===== config.mk =====
export PLATFORM = sky130hd
export DESIGN_NAME = rps_pin_select
export DESIGN_NICKNAME = d
export VERILOG_FILES = /design/src/rtl/rps_pkg.sv /design/src/rtl/rps_pin_select.sv
export VERILOG_INCLUDE_DIRS = /design/src /design/src/rtl
export SDC_FILE = /design/constraint.sdc
export NUM_CORES = 1
export LEC_CHECK = 0
export BUFFER_PORTS_ARGS = -buffer_cell sky130_fd_sc_hd__buf_2
export CORE_MARGIN = 10
export CORE_UTILIZATION = 45
export CTS_BUF_LIST = sky130_fd_sc_hd__clkbuf_8
export CTS_CLUSTER_SIZE = 20
export DETAILED_ROUTE_END_ITERATION = 8
export PLACE_DENSITY = 0.69
export SLEW_MARGIN = 20
export SYNTH_ARGS = -nofsm -noshare
export SYNTH_HDL_FRONTEND = slang
export SYNTH_SLANG_ARGS = --single-unit

===== constraint.sdc =====
create_clock -name clk -period 17.3 [get_ports clk]
set_input_delay 0 -clock clk [delete_from_list [all_inputs] [get_ports clk]]
set_output_delay 0 -clock clk [all_outputs]
set_load 0.01 [all_outputs]

===== src/rtl/rps_map.svh =====
/*
 * Register offsets, field positions, reset values and pin constants
 * of the remappable pin select block.
 * Assumes inclusion by bare name from the package and the top module.
 */
`ifndef RPS_MAP_SVH
`define RPS_MAP_SVH

// Byte offsets on the register bus
`define RPS_IN_SEL_BASE     12'h000
`define RPS_OUT_SEL_BASE    12'h100
`define RPS_SYS_CFG_OFF     12'h200
`define RPS_CFG_WORD3_OFF   12'h204

// Field positions
`define RPS_SEL_MSB         3
`define RPS_MAP_LOCK_BIT    13
`define RPS_ONE_SESSION_BIT 29

// Reset values
`define RPS_OUT_SEL_RST     4'h0
`define RPS_IN_SEL_RST      4'h0
`define RPS_MAP_LOCK_RST    1'b0

// Counts and masks
`define RPS_NUM_IN          24
`define RPS_NUM_PINS        32
`define RPS_OUT_PIN_MASK    32'hFFFB_FFFB
`define RPS_IN_INACTIVE     1'b0

// Bus responses
`define RPS_RESP_OKAY       2'h0
`define RPS_RESP_SLVERR     2'h2

`endif


===== src/rtl/rps_pkg.sv =====
/*
 * Types of the remappable pin select block: bus carriers and the
 * bundle of peripheral outputs that may be placed on pins.
 * Assumes rps_map.svh is on the include path.
 */
`default_nettype none

package rps_pkg;
	`include "rps_map.svh"

	// AXI4-Lite request, master to slave (no prot signals)
	typedef struct packed {
		logic [31:0] awaddr;
		logic        awvalid;
		logic [31:0] wdata;
		logic [3:0]  wstrb;
		logic        wvalid;
		logic        bready;
		logic [31:0] araddr;
		logic        arvalid;
		logic        rready;
	} rps_axil_req_t;

	// AXI4-Lite response, slave to master
	typedef struct packed {
		logic        awready;
		logic        wready;
		logic [1:0]  bresp;
		logic        bvalid;
		logic        arready;
		logic [31:0] rdata;
		logic [1:0]  rresp;
		logic        rvalid;
	} rps_axil_rsp_t;

	// Peripheral outputs eligible for remapping
	typedef struct packed {
		logic uart1_transmit;
		logic uart2_request_to_send;
		logic spi1_slave_select;
		logic usb_vbus_power_on;
		logic compare1_output;
		logic comparator2_output;
		logic spi1_serial_out;
		logic spi2_serial_out;
		logic compare2_output;
		logic comparator3_output;
		logic compare4_output;
		logic compare5_output;
		logic reference_clock_output;
		logic uart1_request_to_send;
		logic uart2_transmit;
		logic spi2_slave_select;
		logic compare3_output;
		logic comparator1_output;
	} rps_periph_out_t;
endpackage

`default_nettype wire


===== src/rtl/rps_pin_select.sv =====
/*
 * Remappable pin select: per-peripheral input routing, per-pin output
 * routing, map write lock with optional single-session lock, and an
 * AXI4-Lite register slave.
 * Assumes pins arrive asynchronously, peripherals, port logic and the
 * system unlock logic share clk, and the config word is stable at reset.
 */
// The implementer's own choices: the placing of the registers and the AXI4-Lite register port.
`default_nettype none
`include "rps_map.svh"

module rps_pin_select
	import rps_pkg::*;
(
	// Clock and reset
	input  wire logic            clk,
	input  wire logic            rstn,
	// Register bus
	input  wire rps_axil_req_t   axil_req,
	output var  rps_axil_rsp_t   axil_rsp,
	// System lock control
	input  wire logic            sys_unlocked,
	input  wire logic [31:0]     cfg_word3,
	// Peripheral side
	input  wire rps_periph_out_t periph_out,
	output logic [`RPS_NUM_IN-1:0]   periph_in,
	// Port side
	input  wire logic [`RPS_NUM_PINS-1:0] pin_in,
	input  wire logic [`RPS_NUM_PINS-1:0] gpio_out,
	input  wire logic [`RPS_NUM_PINS-1:0] gpio_oe,
	input  wire logic [`RPS_NUM_PINS-1:0] analog_sel,
	output logic [`RPS_NUM_PINS-1:0] pin_out,
	output logic [`RPS_NUM_PINS-1:0] pin_oe
);

	// Group of each peripheral input: 5, 6, 8 and 5 inputs
	function automatic logic [1:0] in_group(input int idx);
		if (idx < 5)
			return 2'd0;
		else if (idx < 11)
			return 2'd1;
		else if (idx < 19)
			return 2'd2;
		return 2'd3;
	endfunction

	// Pin for an input code; reserved codes give a fixed level
	function automatic logic in_route(input logic [31:0] pins, input logic [1:0] grp,
		input logic [3:0] code);
		if (code[3])
			return `RPS_IN_INACTIVE;
		return pins[{grp, code[2:0]}];
	endfunction

	// Peripheral for a pin output code: {connected, level}
	function automatic logic [1:0] out_route(input logic [1:0] grp, input logic [3:0] code,
		input rps_periph_out_t po);
		logic [1:0] r;
		r = 2'b00; // code 0 and reserved codes connect nothing
		unique case (grp)
			2'd0:
				unique case (code)
					4'h1: r = {1'b1, po.uart1_transmit};
					4'h2: r = {1'b1, po.uart2_request_to_send};
					4'h3: r = {1'b1, po.spi1_slave_select};
					4'h4: r = {1'b1, po.usb_vbus_power_on};
					4'h5: r = {1'b1, po.compare1_output};
					4'h7: r = {1'b1, po.comparator2_output};
					default: r = 2'b00;
				endcase
			2'd1:
				unique case (code)
					4'h3: r = {1'b1, po.spi1_serial_out};
					4'h4: r = {1'b1, po.spi2_serial_out};
					4'h5: r = {1'b1, po.compare2_output};
					4'h7: r = {1'b1, po.comparator3_output};
					default: r = 2'b00;
				endcase
			2'd2:
				unique case (code)
					4'h3: r = {1'b1, po.spi1_serial_out};
					4'h4: r = {1'b1, po.spi2_serial_out};
					4'h5: r = {1'b1, po.compare4_output};
					4'h6: r = {1'b1, po.compare5_output};
					4'h7: r = {1'b1, po.reference_clock_output};
					default: r = 2'b00;
				endcase
			2'd3:
				unique case (code)
					4'h1: r = {1'b1, po.uart1_request_to_send};
					4'h2: r = {1'b1, po.uart2_transmit};
					4'h4: r = {1'b1, po.spi2_slave_select};
					4'h5: r = {1'b1, po.compare3_output};
					4'h7: r = {1'b1, po.comparator1_output};
					default: r = 2'b00;
				endcase
		endcase
		return r;
	endfunction

	// Pins 2 and 18 have no output select and always follow the port
	function automatic logic has_out_sel(input logic [4:0] pin);
		logic [31:0] mask;
		mask = `RPS_OUT_PIN_MASK;
		return mask[pin];
	endfunction

	// Address decode shared by the write and read paths
	function automatic logic is_in_sel(input logic [11:0] a);
		return a[11:7] == 5'(`RPS_IN_SEL_BASE >> 7) && a[6:2] < 5'(`RPS_NUM_IN);
	endfunction

	// Holes in the pin block answer with an error, as unmapped space does
	function automatic logic is_out_sel(input logic [11:0] a);
		return a[11:7] == 5'(`RPS_OUT_SEL_BASE >> 7) && has_out_sel(a[6:2]);
	endfunction

	// Reset release through two flops
	logic rst_s1_q;
	logic rst_n_q;

	always_ff @(posedge clk or negedge rstn)
	begin
		if (!rstn)
		begin
			rst_s1_q <= 1'b0;
			rst_n_q  <= 1'b0;
		end
		else
		begin
			rst_s1_q <= 1'b1;
			rst_n_q  <= rst_s1_q;
		end
	end

	// Pin synchronisers; only the second stage feeds logic
	logic [`RPS_NUM_PINS-1:0] pin_s1_q;
	logic [`RPS_NUM_PINS-1:0] pin_s2_q;

	always_ff @(posedge clk or negedge rst_n_q)
	begin
		if (!rst_n_q)
		begin
			pin_s1_q <= '0;
			pin_s2_q <= '0;
		end
		else
		begin
			pin_s1_q <= pin_in;
			pin_s2_q <= pin_s1_q;
		end
	end

	// Map storage: one code per input, one per pin
	logic [3:0] in_sel_q  [`RPS_NUM_IN];
	logic [3:0] out_sel_q [`RPS_NUM_PINS];
	logic       map_lock_q;
	logic       lock_set_once_q;
	logic       one_session_q;
	logic       cfg_taken_q;
	logic [31:0] cfg_word3_q;

	// Bus channel state
	logic        aw_have_q;
	logic        w_have_q;
	logic [11:0] aw_addr_q;
	logic [31:0] w_data_q;
	logic [3:0]  w_strb_q;
	rps_axil_rsp_t rsp_q;

	// Write address decode
	wire        wr_fire   = aw_have_q && w_have_q && !rsp_q.bvalid;
	wire [4:0]  wr_idx    = aw_addr_q[6:2];
	wire        wr_in     = is_in_sel(aw_addr_q);
	wire        wr_out    = is_out_sel(aw_addr_q);
	wire        wr_sys    = aw_addr_q == `RPS_SYS_CFG_OFF;
	wire        wr_cfg    = aw_addr_q == `RPS_CFG_WORD3_OFF;
	wire        wr_mapped = wr_in || wr_out || wr_sys || wr_cfg;
	wire        map_open  = !map_lock_q;
	wire        sel_we    = wr_fire && w_strb_q[0] && map_open;

	// Lock bit update: needs the system unlock, one-session refuses clears
	wire lock_wr    = wr_fire && wr_sys && w_strb_q[1] && sys_unlocked;
	wire lock_new   = w_data_q[`RPS_MAP_LOCK_BIT];
	wire clr_refuse = one_session_q && lock_set_once_q && !lock_new;
	wire lock_d     = (lock_wr && !clr_refuse) ? lock_new : map_lock_q;

	// Read address decode
	wire [11:0] rd_addr = axil_req.araddr[11:0];
	wire [4:0]  rd_idx  = rd_addr[6:2];
	wire        rd_in   = is_in_sel(rd_addr);
	wire        rd_out  = is_out_sel(rd_addr);
	wire        rd_sys  = rd_addr == `RPS_SYS_CFG_OFF;
	wire        rd_cfg  = rd_addr == `RPS_CFG_WORD3_OFF;
	wire        rd_ok   = rd_in || rd_out || rd_sys || rd_cfg;
	wire [31:0] rd_data = rd_in ? {28'h000_0000, in_sel_q[rd_idx]}
		: rd_out ? {28'h000_0000, out_sel_q[rd_idx]}
		: rd_sys ? 32'(map_lock_q) << `RPS_MAP_LOCK_BIT
		: rd_cfg ? cfg_word3_q : 32'h0000_0000;
	wire        rd_take = axil_req.arvalid && rsp_q.arready;

	// Config word caught once after reset release; erased fuse reads set
	always_ff @(posedge clk or negedge rst_n_q)
	begin
		if (!rst_n_q)
		begin
			cfg_taken_q   <= 1'b0;
			cfg_word3_q   <= 32'h0000_0000;
			one_session_q <= 1'b1; // safe side until captured
		end
		else if (!cfg_taken_q)
		begin
			cfg_taken_q   <= 1'b1;
			cfg_word3_q   <= cfg_word3;
			one_session_q <= cfg_word3[`RPS_ONE_SESSION_BIT];
		end
	end

	// Lock state; the set-once memory only clears at reset
	always_ff @(posedge clk or negedge rst_n_q)
	begin
		if (!rst_n_q)
		begin
			map_lock_q      <= `RPS_MAP_LOCK_RST;
			lock_set_once_q <= 1'b0;
		end
		else
		begin
			map_lock_q      <= lock_d;
			lock_set_once_q <= lock_set_once_q || lock_d;
		end
	end

	// Separate tables for inputs and outputs
	always_ff @(posedge clk or negedge rst_n_q)
	begin
		if (!rst_n_q)
		begin
			for (int i = 0; i < `RPS_NUM_IN; i++)
				in_sel_q[i] <= `RPS_IN_SEL_RST;
			for (int p = 0; p < `RPS_NUM_PINS; p++)
				out_sel_q[p] <= `RPS_OUT_SEL_RST;
		end
		else if (sel_we && wr_in)
			in_sel_q[wr_idx] <= w_data_q[`RPS_SEL_MSB:0];
		else if (sel_we && wr_out)
			out_sel_q[wr_idx] <= w_data_q[`RPS_SEL_MSB:0];
	end

	// Write channels taken in either order, answered after both
	always_ff @(posedge clk or negedge rst_n_q)
	begin
		if (!rst_n_q)
		begin
			aw_have_q <= 1'b0;
			w_have_q  <= 1'b0;
			aw_addr_q <= 12'h000;
			w_data_q  <= 32'h0000_0000;
			w_strb_q  <= 4'h0;
		end
		else
		begin
			if (axil_req.awvalid && rsp_q.awready)
			begin
				aw_have_q <= 1'b1;
				aw_addr_q <= {axil_req.awaddr[11:2], 2'b00};
			end
			else if (wr_fire)
				aw_have_q <= 1'b0;
			if (axil_req.wvalid && rsp_q.wready)
			begin
				w_have_q <= 1'b1;
				w_data_q <= axil_req.wdata;
				w_strb_q <= axil_req.wstrb;
			end
			else if (wr_fire)
				w_have_q <= 1'b0;
		end
	end

	// Response flops; locked writes still answer OKAY
	always_ff @(posedge clk or negedge rst_n_q)
	begin
		if (!rst_n_q)
			rsp_q <= '0;
		else
		begin
			rsp_q.awready <= !(aw_have_q || axil_req.awvalid && rsp_q.awready) || wr_fire;
			rsp_q.wready  <= !(w_have_q || axil_req.wvalid && rsp_q.wready) || wr_fire;
			if (wr_fire)
			begin
				rsp_q.bvalid <= 1'b1;
				rsp_q.bresp  <= wr_mapped ? `RPS_RESP_OKAY : `RPS_RESP_SLVERR;
			end
			else if (axil_req.bready)
				rsp_q.bvalid <= 1'b0;
			if (rd_take)
			begin
				rsp_q.arready <= 1'b0;
				rsp_q.rvalid  <= 1'b1;
				rsp_q.rdata   <= rd_data;
				rsp_q.rresp   <= rd_ok ? `RPS_RESP_OKAY : `RPS_RESP_SLVERR;
			end
			else if (rsp_q.rvalid && axil_req.rready)
			begin
				rsp_q.rvalid  <= 1'b0;
				rsp_q.arready <= 1'b1;
			end
			else if (!rsp_q.rvalid)
				rsp_q.arready <= 1'b1;
		end
	end

	assign axil_rsp = rsp_q;

	// Routing, registered so every output leaves a flop
	logic [`RPS_NUM_IN-1:0]   periph_in_q;
	logic [`RPS_NUM_PINS-1:0] pin_out_q;
	logic [`RPS_NUM_PINS-1:0] pin_oe_q;
	wire  [1:0]               out_pick [`RPS_NUM_PINS];
	wire  [`RPS_NUM_PINS-1:0] out_take;
	wire  [`RPS_NUM_PINS-1:0] pick_lvl;

	// Output choice per pin, decoded ahead of the flops
	for (genvar p = 0; p < `RPS_NUM_PINS; p++)
	begin : g_pick
		assign out_pick[p] = out_route(2'(p >> 3), out_sel_q[p], periph_out);
		// Remap wins over port logic unless the pin is analog
		assign out_take[p] = out_pick[p][1] && !analog_sel[p] && has_out_sel(5'(p));
		assign pick_lvl[p] = out_pick[p][0];
	end

	always_ff @(posedge clk or negedge rst_n_q)
	begin
		if (!rst_n_q)
		begin
			periph_in_q <= '0;
			pin_out_q   <= '0;
			pin_oe_q    <= '0;
		end
		else
		begin
			for (int i = 0; i < `RPS_NUM_IN; i++)
				periph_in_q[i] <= in_route(pin_s2_q, in_group(i), in_sel_q[i]);
			pin_out_q <= (out_take & pick_lvl) | (~out_take & gpio_out);
			pin_oe_q  <= out_take | gpio_oe;
		end
	end

	assign periph_in = periph_in_q;
	assign pin_out   = pin_out_q;
	assign pin_oe    = pin_oe_q;

endmodule

`default_nettype wire


==> run metrics, run 1 <==
status finished clean; type of the most critical hold path primary input to flip-flop; Worst Setup Start Kind primary input; WL/cell 22.6 um; cells after synthesis 1616; antenna viol nets, final 0; CP Capture Point axil_rsp[2]$_DFFE_PN0P_; kind of critical path primary input to flip-flop; WP data arrival 3610 ps; DP HPWL 43700 um; fraction of registers with async set/reset 1.00; critical-path cell list dlygate4sd3_1 > buf_2 > or4_1 > nor4b_1 > dlygate4sd3_1 > nand3_1 > dlygate4sd3_1 > a32o_1 > dlygate4sd3_1; Yosys reg bits 472; Core Footprint 0.0478 sq mm; clock sink count 472; clock latency on the worst-skew pair 670 ps; Power Dens Cells 94.9 mW/mm^2; Setup crit end kind flip-flop; routability congestion estimate 0.830; Worst Reg-to-Reg Cells 5; Sum Neg Setup Slack 0 ps; fmax 0.326 GHz; worst reg2reg endpoint out_sel_q[99]$_DFFE_PN0P_; number of global-route vias before repair 18000; most frequent CP cell dlygate4sd3_1; CTS Root Cell clkbuf_8; die area 0.0576 sq mm; setup ws final 14230 ps; dpl ws 14210 ps; Synth top area share 0.541; via count 16600; Final Hold Fails 0; Main synth FF type dfrtp_1; # rows 80; initial antenna violation count 3; CP max stage delay 600 ps; worst-path fanout max 3; cts hold-fix bufs 296; CP startpoint axil_req[13]; Mean Syn Cell Area 13.5 sq um; CP Data Required Time 17840 ps; H-tree Lvls 3; minimum clock period 3070 ps; CTS buffer count 81; largest net degree at the start of global routing 179; Die Y 240 um; Clock Tree Buf Depth 3; drt pass-1 iters 5; fill cell count 3698; Via density 5.66; critical path depth 9; Synth area leaders dfrtp_1, mux2_2, mux4_2; Post-synth EDFFs 0; commonest non-fill, non-tap cell in the layout dfrtp_1; sequential-to-total area share from yosys stat 0.542; Mapped Area 0.0218 sq mm; drt drc 0; CTS clk-pin slew, worst paths 60 ps; post-CTS sizing 0; cell taking the most area after synthesis dfrtp_1; first-pass GRT wire length 104000 um; Lkg Pwr 0.0131 uW; final setup fails 0; Post-CTS Setup Repair Bufs 0; I/O pins 415; die width 240 um; PortBufs 339; crit share post-route 0.177; flop-to-flop setup slack 14300 ps; max_slew headroom 0.221; worst-margin pin slew 1170 ps; layout cell share with drive strength beyond 1 0.370; Buffers & Inverters on Critical Path 5; Final Skew 35.5 ps; commonest cells after routing, fill and taps aside dfrtp_1, buf_2, dlygate4sd3_1; area delta synth->final 31.1%; reg2reg start axil_rsp[36]$_DFFE_PN0P_; VDD IR max 109 uV; Ys Warns 0; RSZ-0062 raised after global routing false; initial drt markers 1192; global route overflow 0; WL final 66200 um; Final Slew Violations 0; Yosys cell types 54; CP max stage cell dlygate4sd3_1; Final nets 2535; max_cap viols 0; CTS tree built; global-route usage over all layers 0.231; cell class contributing the biggest share of worst-path delay buffers and inverters; Initial Util 0.455
## cell usage after synthesis, types with 20 or more instances
master,number
nand2b_1,32
nand3_1,24
o211ai_1,20
a22o_1,28
dfrtp_1,471
o21ai_0,63
mux4_2,113
mux2_2,267
nand3b_1,31
nand2_1,101
clkbuf_1,76
a21oi_1,29
nor2_1,114
mux2i_1,78
## worst min-delay path, stage by stage
cell           delay [ps]
dlygate4sd3_1         520
buf_2                 100
mux2_2                130
## stage by stage
step	std cells	total power [uW]	hold WS [ps]	cell area [sq um]	util
3_5_place_dp	2485	1660	-212	24000	0.501
6_report	2932	2710	108	28600	0.597
4_1_cts	2929	2730	41.1	28500	0.597
2_1_floorplan	1618	1490	-296	21800	-
5_1_grt	2931	2840	89.5	28600	0.597
3_3_place_gp	2485	1650	-214	24000	0.501
## sequential cells by signal (all words and copies together), names as in the netlist, 2 cells and up
name	cells
w_strb_q	2
cfg_word3_q	32
axil_rsp	39
periph_in	24
aw_addr_q	10
w_data_q	5
pin_oe	32
out_sel_q	128
pin_s2_q	32
pin_s1_q	32
pin_out	32
in_sel_q	96
## worst min-delay path by stage
stage                       start                          end  cells after the start
finish               axil_req[84]    aw_addr_q[11]$_DFFE_PN0P_                      3
global route        cfg_word3[24]  cfg_word3_q[24]$_DFFE_PN0N_                      3
CTS                  axil_req[76]     aw_addr_q[3]$_DFFE_PN0P_                      3
detailed placement           rstn           rst_s1_q$_DFF_PN0_                      1
global placement             rstn           rst_s1_q$_DFF_PN0_                      1
floorplan                    rstn            rst_n_q$_DFF_PN0_                      0
## routing by layer
layer  vias to the layer above  routed length [um]  track usage
met5                         -                   0            0
met2                       647               33000        0.387
met4                         0                1900       0.0888
met1                      8537               26900        0.290
met3                       142                4380       0.0492
li1                       7260                   -            -
## power breakdown
| part | internal [uW] | switching [uW] | total [uW] |
|---|---|---|---|
| combinational | 194 | 254 | 449 |
| sequential | 1180 | 89.1 | 1270 |
| clock | 534 | 462 | 996 |
| total | 1900 | 805 | 2710 |
## layout make-up
cell class / count / area, sq um / area share
timing repair buffer: 648 / 4770 / 0.167
clock inverter: 49 / 249 / 0.00872
sequential: 472 / 11800 / 0.414
inverter: 12 / 45.0 / 0.00158
tap: 615 / 769 / 0.0269
antenna: 3 / 7.51 / 0.000263
multi-input combinational: 1034 / 9540 / 0.334
clock buffer: 99 / 1360 / 0.0477
## logic make-up (layout without fill, tap and decap cells)
logic type,Yosys count,in the layout,synth area share
DFF,472,472,0.542
muxes,458,458,0.291
and+or+nand+nor,367,367,0.0829
AOI/OAI and AO/OA,190,190,0.0574
buffers and inverters,112,808,0.0206
xor gates and xnor gates,15,15,0.00603
other,2,7,0.000345
(Power assumes the default switching activity.)
==> inputs of run 2 (changes only) <==
==> constraint.sdc (replaced) <==
create_clock -name clk -period 3.2 [get_ports clk]
set_input_delay 0 -clock clk [delete_from_list [all_inputs] [get_ports clk]]
set_output_delay 0 -clock clk [all_outputs]
set_load 0.01 [all_outputs]
==> run metrics, run 2 (synthesized netlist as in run 1, its figures left out) <==
RSZ-0062 raised after global routing false; CP Data Required Time 3760 ps (-14080 ps); layout cell share with drive strength beyond 1 0.381 (+0.0111); Sw Pwr 4410 uW (+450%); largest register by flop count out_sel_q; commonest non-fill, non-tap cell in the layout dfrtp_1; worst-path fanout max 6 (+3); drt drc 0 (unchanged); Worst Setup Start Kind flip-flop; Final Slew Violations 0 (unchanged); Final Hold Fails 0 (unchanged); Power Dens Cells 526 mW/mm^2 (+450%); status finished clean; CTS buffer count 82 (+1.2%); Post-CTS Setup Repair Bufs 0 (unchanged); initial drt markers 1259 (+5.6%); logic gate share of total power 0.167 (about the same); clock power share 0.387 (+0.020); clock sink count 472 (unchanged); CTS Root Cell clkbuf_8; met1 GRT Util 0.297 (+0.00669); number of global-route vias before repair 17900 (-0.11%); die area 0.0576 sq mm (unchanged); setup ws final 396 ps (-13840 ps); Clock Tree Buf Depth 3 (unchanged); drt pass-1 iters 6 (+1); via count 16700 (+0.40%); CTS clk-pin slew, worst paths 70 ps (about the same); Non-Filler Instances 2945 (+0.44%); clock latency on the worst-skew pair 680 ps (about the same); placed cell count 2503 (+0.72%); final core utilization 0.603 (+0.00659); Core Footprint 0.0478 sq mm (unchanged); gr busiest metal met2; Die Y 240 um (unchanged); WL/cell 22.8 um (+0.86%); worst-margin pin slew 793 ps (-376 ps); final setup fails 0 (unchanged); fill cell count 3713 (+0.41%); VDD IR max 574 uV (+430%); max_slew headroom 0.471 (+0.249); Lkg Pwr 0.0132 uW (+0.93%); # rows 80 (unchanged); Seq pwr share 0.447 (-0.020); H-tree Lvls 3 (unchanged); antenna viol nets, final 0 (unchanged); hold depth 5 (+2); commonest cells after routing, fill and taps aside dfrtp_1, buf_2, dlygate4sd3_1; WL final 67000 um (+1.3%); Final Skew 40.1 ps (+4.61 ps); met2 Use GR 0.394 (+0.00775); WP data arrival 3360 ps (-250 ps); kind of critical path flip-flop to flip-flop; global route overflow 0 (unchanged); CP startpoint map_lock_q$_DFF_PN0_; dpl ws 412 ps (-13800 ps); global-route usage over all layers 0.234 (+0.00293); PortBufs 339 (unchanged); max reg flops 128 (unchanged); Initial Util 0.455 (unchanged); GR Util met3 0.0452 (-0.00401); post-CTS sizing 0 (unchanged); sw frac 0.291 (-0.00635); internal power 10800 uW (+470%); Tot Pwr 15200 uW (+460%); Setup crit end kind flip-flop; reg2reg start map_lock_q$_DFF_PN0_; Final nets 2550 (+0.59%); DP HPWL 44700 um (+2.3%); I/O pins 415 (unchanged); type of the most critical hold path primary input to flip-flop; largest net degree at the start of global routing 95 (-47%); area delta synth->final 32.5%; crit share post-route 0.876; die width 240 um (unchanged); Worst Reg-to-Reg Cells 5 (unchanged); max_cap viols 0 (unchanged); initial antenna violation count 1 (-2); CTS tree built; first-pass GRT wire length 105000 um (+1.1%); minimum clock period 2800 ps; fmax 0.357 GHz; Via density 5.65 (about the same); routability congestion estimate 0.848 (+2.2%); Worst Min Path Start axil_req[10]
## run 2: power groups by stage
stage / sequential (uW) / clock [uW] / combinational [uW]
6_report: 6780 / 5870 / 2530
4_1_cts: 6760 / 5990 / 2500
2_1_floorplan: 6800 / 0 / 1220
3_5_place_dp: 6860 / 0 / 2150
3_3_place_gp: 6840 / 0 / 2120
5_1_grt: 6830 / 6270 / 2710
## run 2: worst paths after layout
check	end	slack, ps
setup reg to reg	in_sel_q[35]$_DFFE_PN0P_	400
hold reg to reg	w_strb_q[1]$_DFFE_PN0P_	310
hold / removal	axil_rsp[4]$_DFFE_PN0P_	70
min in group asynchronous	rst_n_q$_DFF_PN0_	200
setup / recovery	in_sel_q[35]$_DFFE_PN0P_	400
max in group asynchronous	pin_out[24]$_DFF_PN0_	1890
## run 2: per-layer routing
layer  routed length (um)  share of wire
met1                27100           0.40
met2                33700           0.50
met3                 4310          0.064
met4                 1880          0.028
met5                    0              0
## run 2: layout make-up
class,count,area [sq um],share of cell area
tap,615,769,0.0266
inverter,12,45.0,0.00156
clock buffer,107,1470,0.0510
clock inverter,41,300,0.0104
multi-input combinational,1034,9540,0.330
timing repair buffer,662,4930,0.171
antenna,2,5.00,0.000173
sequential,472,11800,0.409
## run 2: worst max-delay path: stages (launching register included)
cell	delay [ps]
dfrtp_1	450
or3b_2	520
nor4b_2	410
nand3_1	470
nor2_1	450
mux2_2	390
## run 2: through the flow
step	setup TNS [ps]	cell area [sq um]	hold WS (ps)
2_1_floorplan	-661300	21800	-296
3_3_place_gp	0	24200	-211
3_5_place_dp	0	24200	-210
4_1_cts	0	28900	5.01
5_1_grt	0	28900	85.9
6_report	0	28900	72.2
## run 2: what timing repair did
item / in CTS / in global routing
hold buffers: 292 / 0
setup endpoints to repair: 0 / 0
hold endpoints to repair: 189 / 0
==> inputs of run 3 (changes only) <==
--- a/config.mk
+++ b/config.mk
@@ -7,12 +7,14 @@
 export NUM_CORES = 1
 export LEC_CHECK = 0
 export BUFFER_PORTS_ARGS = -buffer_cell sky130_fd_sc_hd__buf_2
+export CELL_PAD_IN_SITES_DETAIL_PLACEMENT = 0
+export CELL_PAD_IN_SITES_GLOBAL_PLACEMENT = 1
 export CORE_MARGIN = 10
 export CORE_UTILIZATION = 45
 export CTS_BUF_LIST = sky130_fd_sc_hd__clkbuf_8
 export CTS_CLUSTER_SIZE = 20
 export DETAILED_ROUTE_END_ITERATION = 8
-export PLACE_DENSITY = 0.69
+export PLACE_DENSITY = 0.82
 export SLEW_MARGIN = 20
 export SYNTH_ARGS = -nofsm -noshare
 export SYNTH_HDL_FRONTEND = slang
==> run metrics, run 3 (synthesized netlist as in run 1, its figures left out) <==
Sw Pwr 4380 uW (-0.77%); layout cell share with drive strength beyond 1 0.382 (+0.00121); max reg flops 128 (unchanged); antenna viol nets, final 0 (unchanged); commonest non-fill, non-tap cell in the layout dfrtp_1; Final Hold Fails 0 (unchanged); Worst Setup Start Kind flip-flop; I/O pins 415 (unchanged); initial drt markers 1127 (-10%); critical-path cell list mux4_2 > mux4_2 > o221ai_1 > dlygate4sd3_1 > a21oi_1 > dlygate4sd3_1; type of the most critical hold path primary input to flip-flop; flop-to-flop setup slack 100 ps (-300 ps); CTS clk-pin slew, worst paths 60 ps (about the same); area delta synth->final 33.0%; drt drc 0 (unchanged); CTS tree built; worst-path fanout max 7 (+1); RSZ-0062 raised after global routing false; die width 240 um (unchanged); Seq pwr share 0.442 (-0.005); number of global-route vias before repair 17800 (-0.85%); PortBufs 339 (unchanged); CP max stage cell dlygate4sd3_1; CTS Root Cell clkbuf_8; clock sink count 472 (unchanged); final setup fails 0 (unchanged); Initial Util 0.455 (unchanged); Via density 5.59 (-1.1%); initial antenna violation count 5 (+4); Non-Filler Instances 2935 (-0.34%); clock power share 0.403 (+0.016); Die Y 240 um (unchanged); placed cell count 2497 (-0.24%); max_cap viols 0 (unchanged); minimum clock period 3100 ps (+296 ps); global route overflow 0 (unchanged); worst-margin pin slew 1060 ps (+263 ps); largest register by flop count out_sel_q; Power Dens Cells 538 mW/mm^2 (+2.3%); commonest cells after routing, fill and taps aside dfrtp_1, buf_2, dlygate4sd3_1; Final Skew 29.8 ps (-10.3 ps); Post-CTS Setup Repair Bufs 0 (unchanged); CTS buffer count 80 (-2.4%); fmax 0.323 GHz (-9.6%); Lkg Pwr 0.0132 uW (about the same); internal power 11200 uW (+4.0%); via count 16400 (-1.4%); Clock Tree Buf Depth 3 (unchanged); CP Data Required Time 3740 ps (-20 ps); DP HPWL 45100 um (+0.81%); status finished clean; global-route usage over all layers 0.236 (+0.00139); CP Capture Point axil_rsp[3]$_DFFE_PN0P_; WP data arrival 3640 ps (+280 ps); Setup crit end kind flip-flop; WL/cell 22.9 um (+0.79%); die area 0.0576 sq mm (unchanged); clock latency on the worst-skew pair 660 ps (-20 ps); # rows 80 (unchanged); first-pass GRT wire length 105000 um (+0.43%); logic gate share of total power 0.156 (-0.011); Core Footprint 0.0478 sq mm (unchanged); CP max stage delay 640 ps (+120 ps); crit share post-route 0.969 (+0.0926); Final Slew Violations 0 (unchanged); Sum Neg Setup Slack 0 ps (unchanged); worst reg2reg endpoint axil_rsp[3]$_DFFE_PN0P_; CP startpoint out_sel_q[96]$_DFFE_PN0P_; largest net degree at the start of global routing 125 (+32%); H-tree Lvls 3 (unchanged); reg2reg start out_sel_q[96]$_DFFE_PN0P_; Final nets 2547 (-0.12%); kind of critical path flip-flop to flip-flop; routability congestion estimate 0.895 (+5.5%); drt pass-1 iters 5 (-1); Worst Reg-to-Reg Cells 6 (+1); VDD IR max 451 uV (-22%); sw frac 0.281 (-0.00967); WL final 67300 um (+0.44%); max_slew headroom 0.289 (-0.182)
[run 3: changes by cell type in the layout (fill, tap and decap cells not counted), sizes merged]
cell,before,now
clkbuf,107,105
buf,370,364
bufinv,4,10
clkinv,12,13
inv,34,20
dlygate4sd3,292,297
[run 3: repair_timing]
item	in CTS	in global routing
setup endpoints to repair	0	1
gates resized for setup	0	1
endpoints found under the hold margin	162	0
hold buffers	297	0
[run 3: worst min-delay path by stage]
stage	cells past startpoint	to	start
after CTS	5	axil_rsp[4]$_DFFE_PN0P_	axil_req[10]
after detailed placement	1	rst_s1_q$_DFF_PN0_	rstn
after floorplan	0	rst_s1_q$_DFF_PN0_	rstn
after global placement	1	rst_s1_q$_DFF_PN0_	rstn
after global routing	5	axil_rsp[4]$_DFFE_PN0P_	axil_req[10]
final	5	axil_rsp[4]$_DFFE_PN0P_	axil_req[10]
[run 3: worst max-delay path: cells and delay by family (launching register included)]
kind / cells / cell delay, ps
flip-flops: 1 / 470
multiplexers: 2 / 1020
buffers and inverters: 2 / 1190
AO/OA/AOI/OAI: 2 / 300
[run 3: metal layers]
metal,up-vias,wire length (um),track usage
li1,7268,-,-
met1,8430,27900,0.303
met5,-,34,0
met4,6,1480,0.0763
met2,606,32700,0.384
met3,108,5220,0.0605
[run 3: cell type report]
type / count / area, sq um
timing repair buffer: 661 / 4930
fill: 3667 / 18900
inverter: 12 / 45.0
antenna: 2 / 5.00
clock buffer: 105 / 1450
multi-input combinational: 1034 / 9540
clock inverter: 34 / 423
sequential: 472 / 11800
tap: 615 / 769
[run 3: per-stage QoR]
stage | hold WS (ps) | setup slack [ps] | cell area, sq um | utilization | power, uW
after floorplan | -296 | -1410 | 21800 | - | 8020
after global placement | -213 | 578 | 24100 | 0.504 | 8950
after detailed placement | -211 | 504 | 24100 | 0.504 | 9020
after CTS | 15.3 | 86.6 | 29000 | 0.605 | 15700
after global routing | 68.2 | 5.06 | 29000 | 0.606 | 16200
final | 82.5 | 100 | 29000 | 0.606 | 15600
[run 3: power groups by stage]
| stage | registers, uW | logic [uW] | clock network [uW] |
|---|---|---|---|
| global route | 6930 | 2610 | 6690 |
| floorplan | 6800 | 1220 | 0 |
| CTS | 6860 | 2400 | 6410 |
| detailed placement | 6970 | 2050 | 0 |
| global placement | 6940 | 2010 | 0 |
| finish | 6880 | 2430 | 6270 |
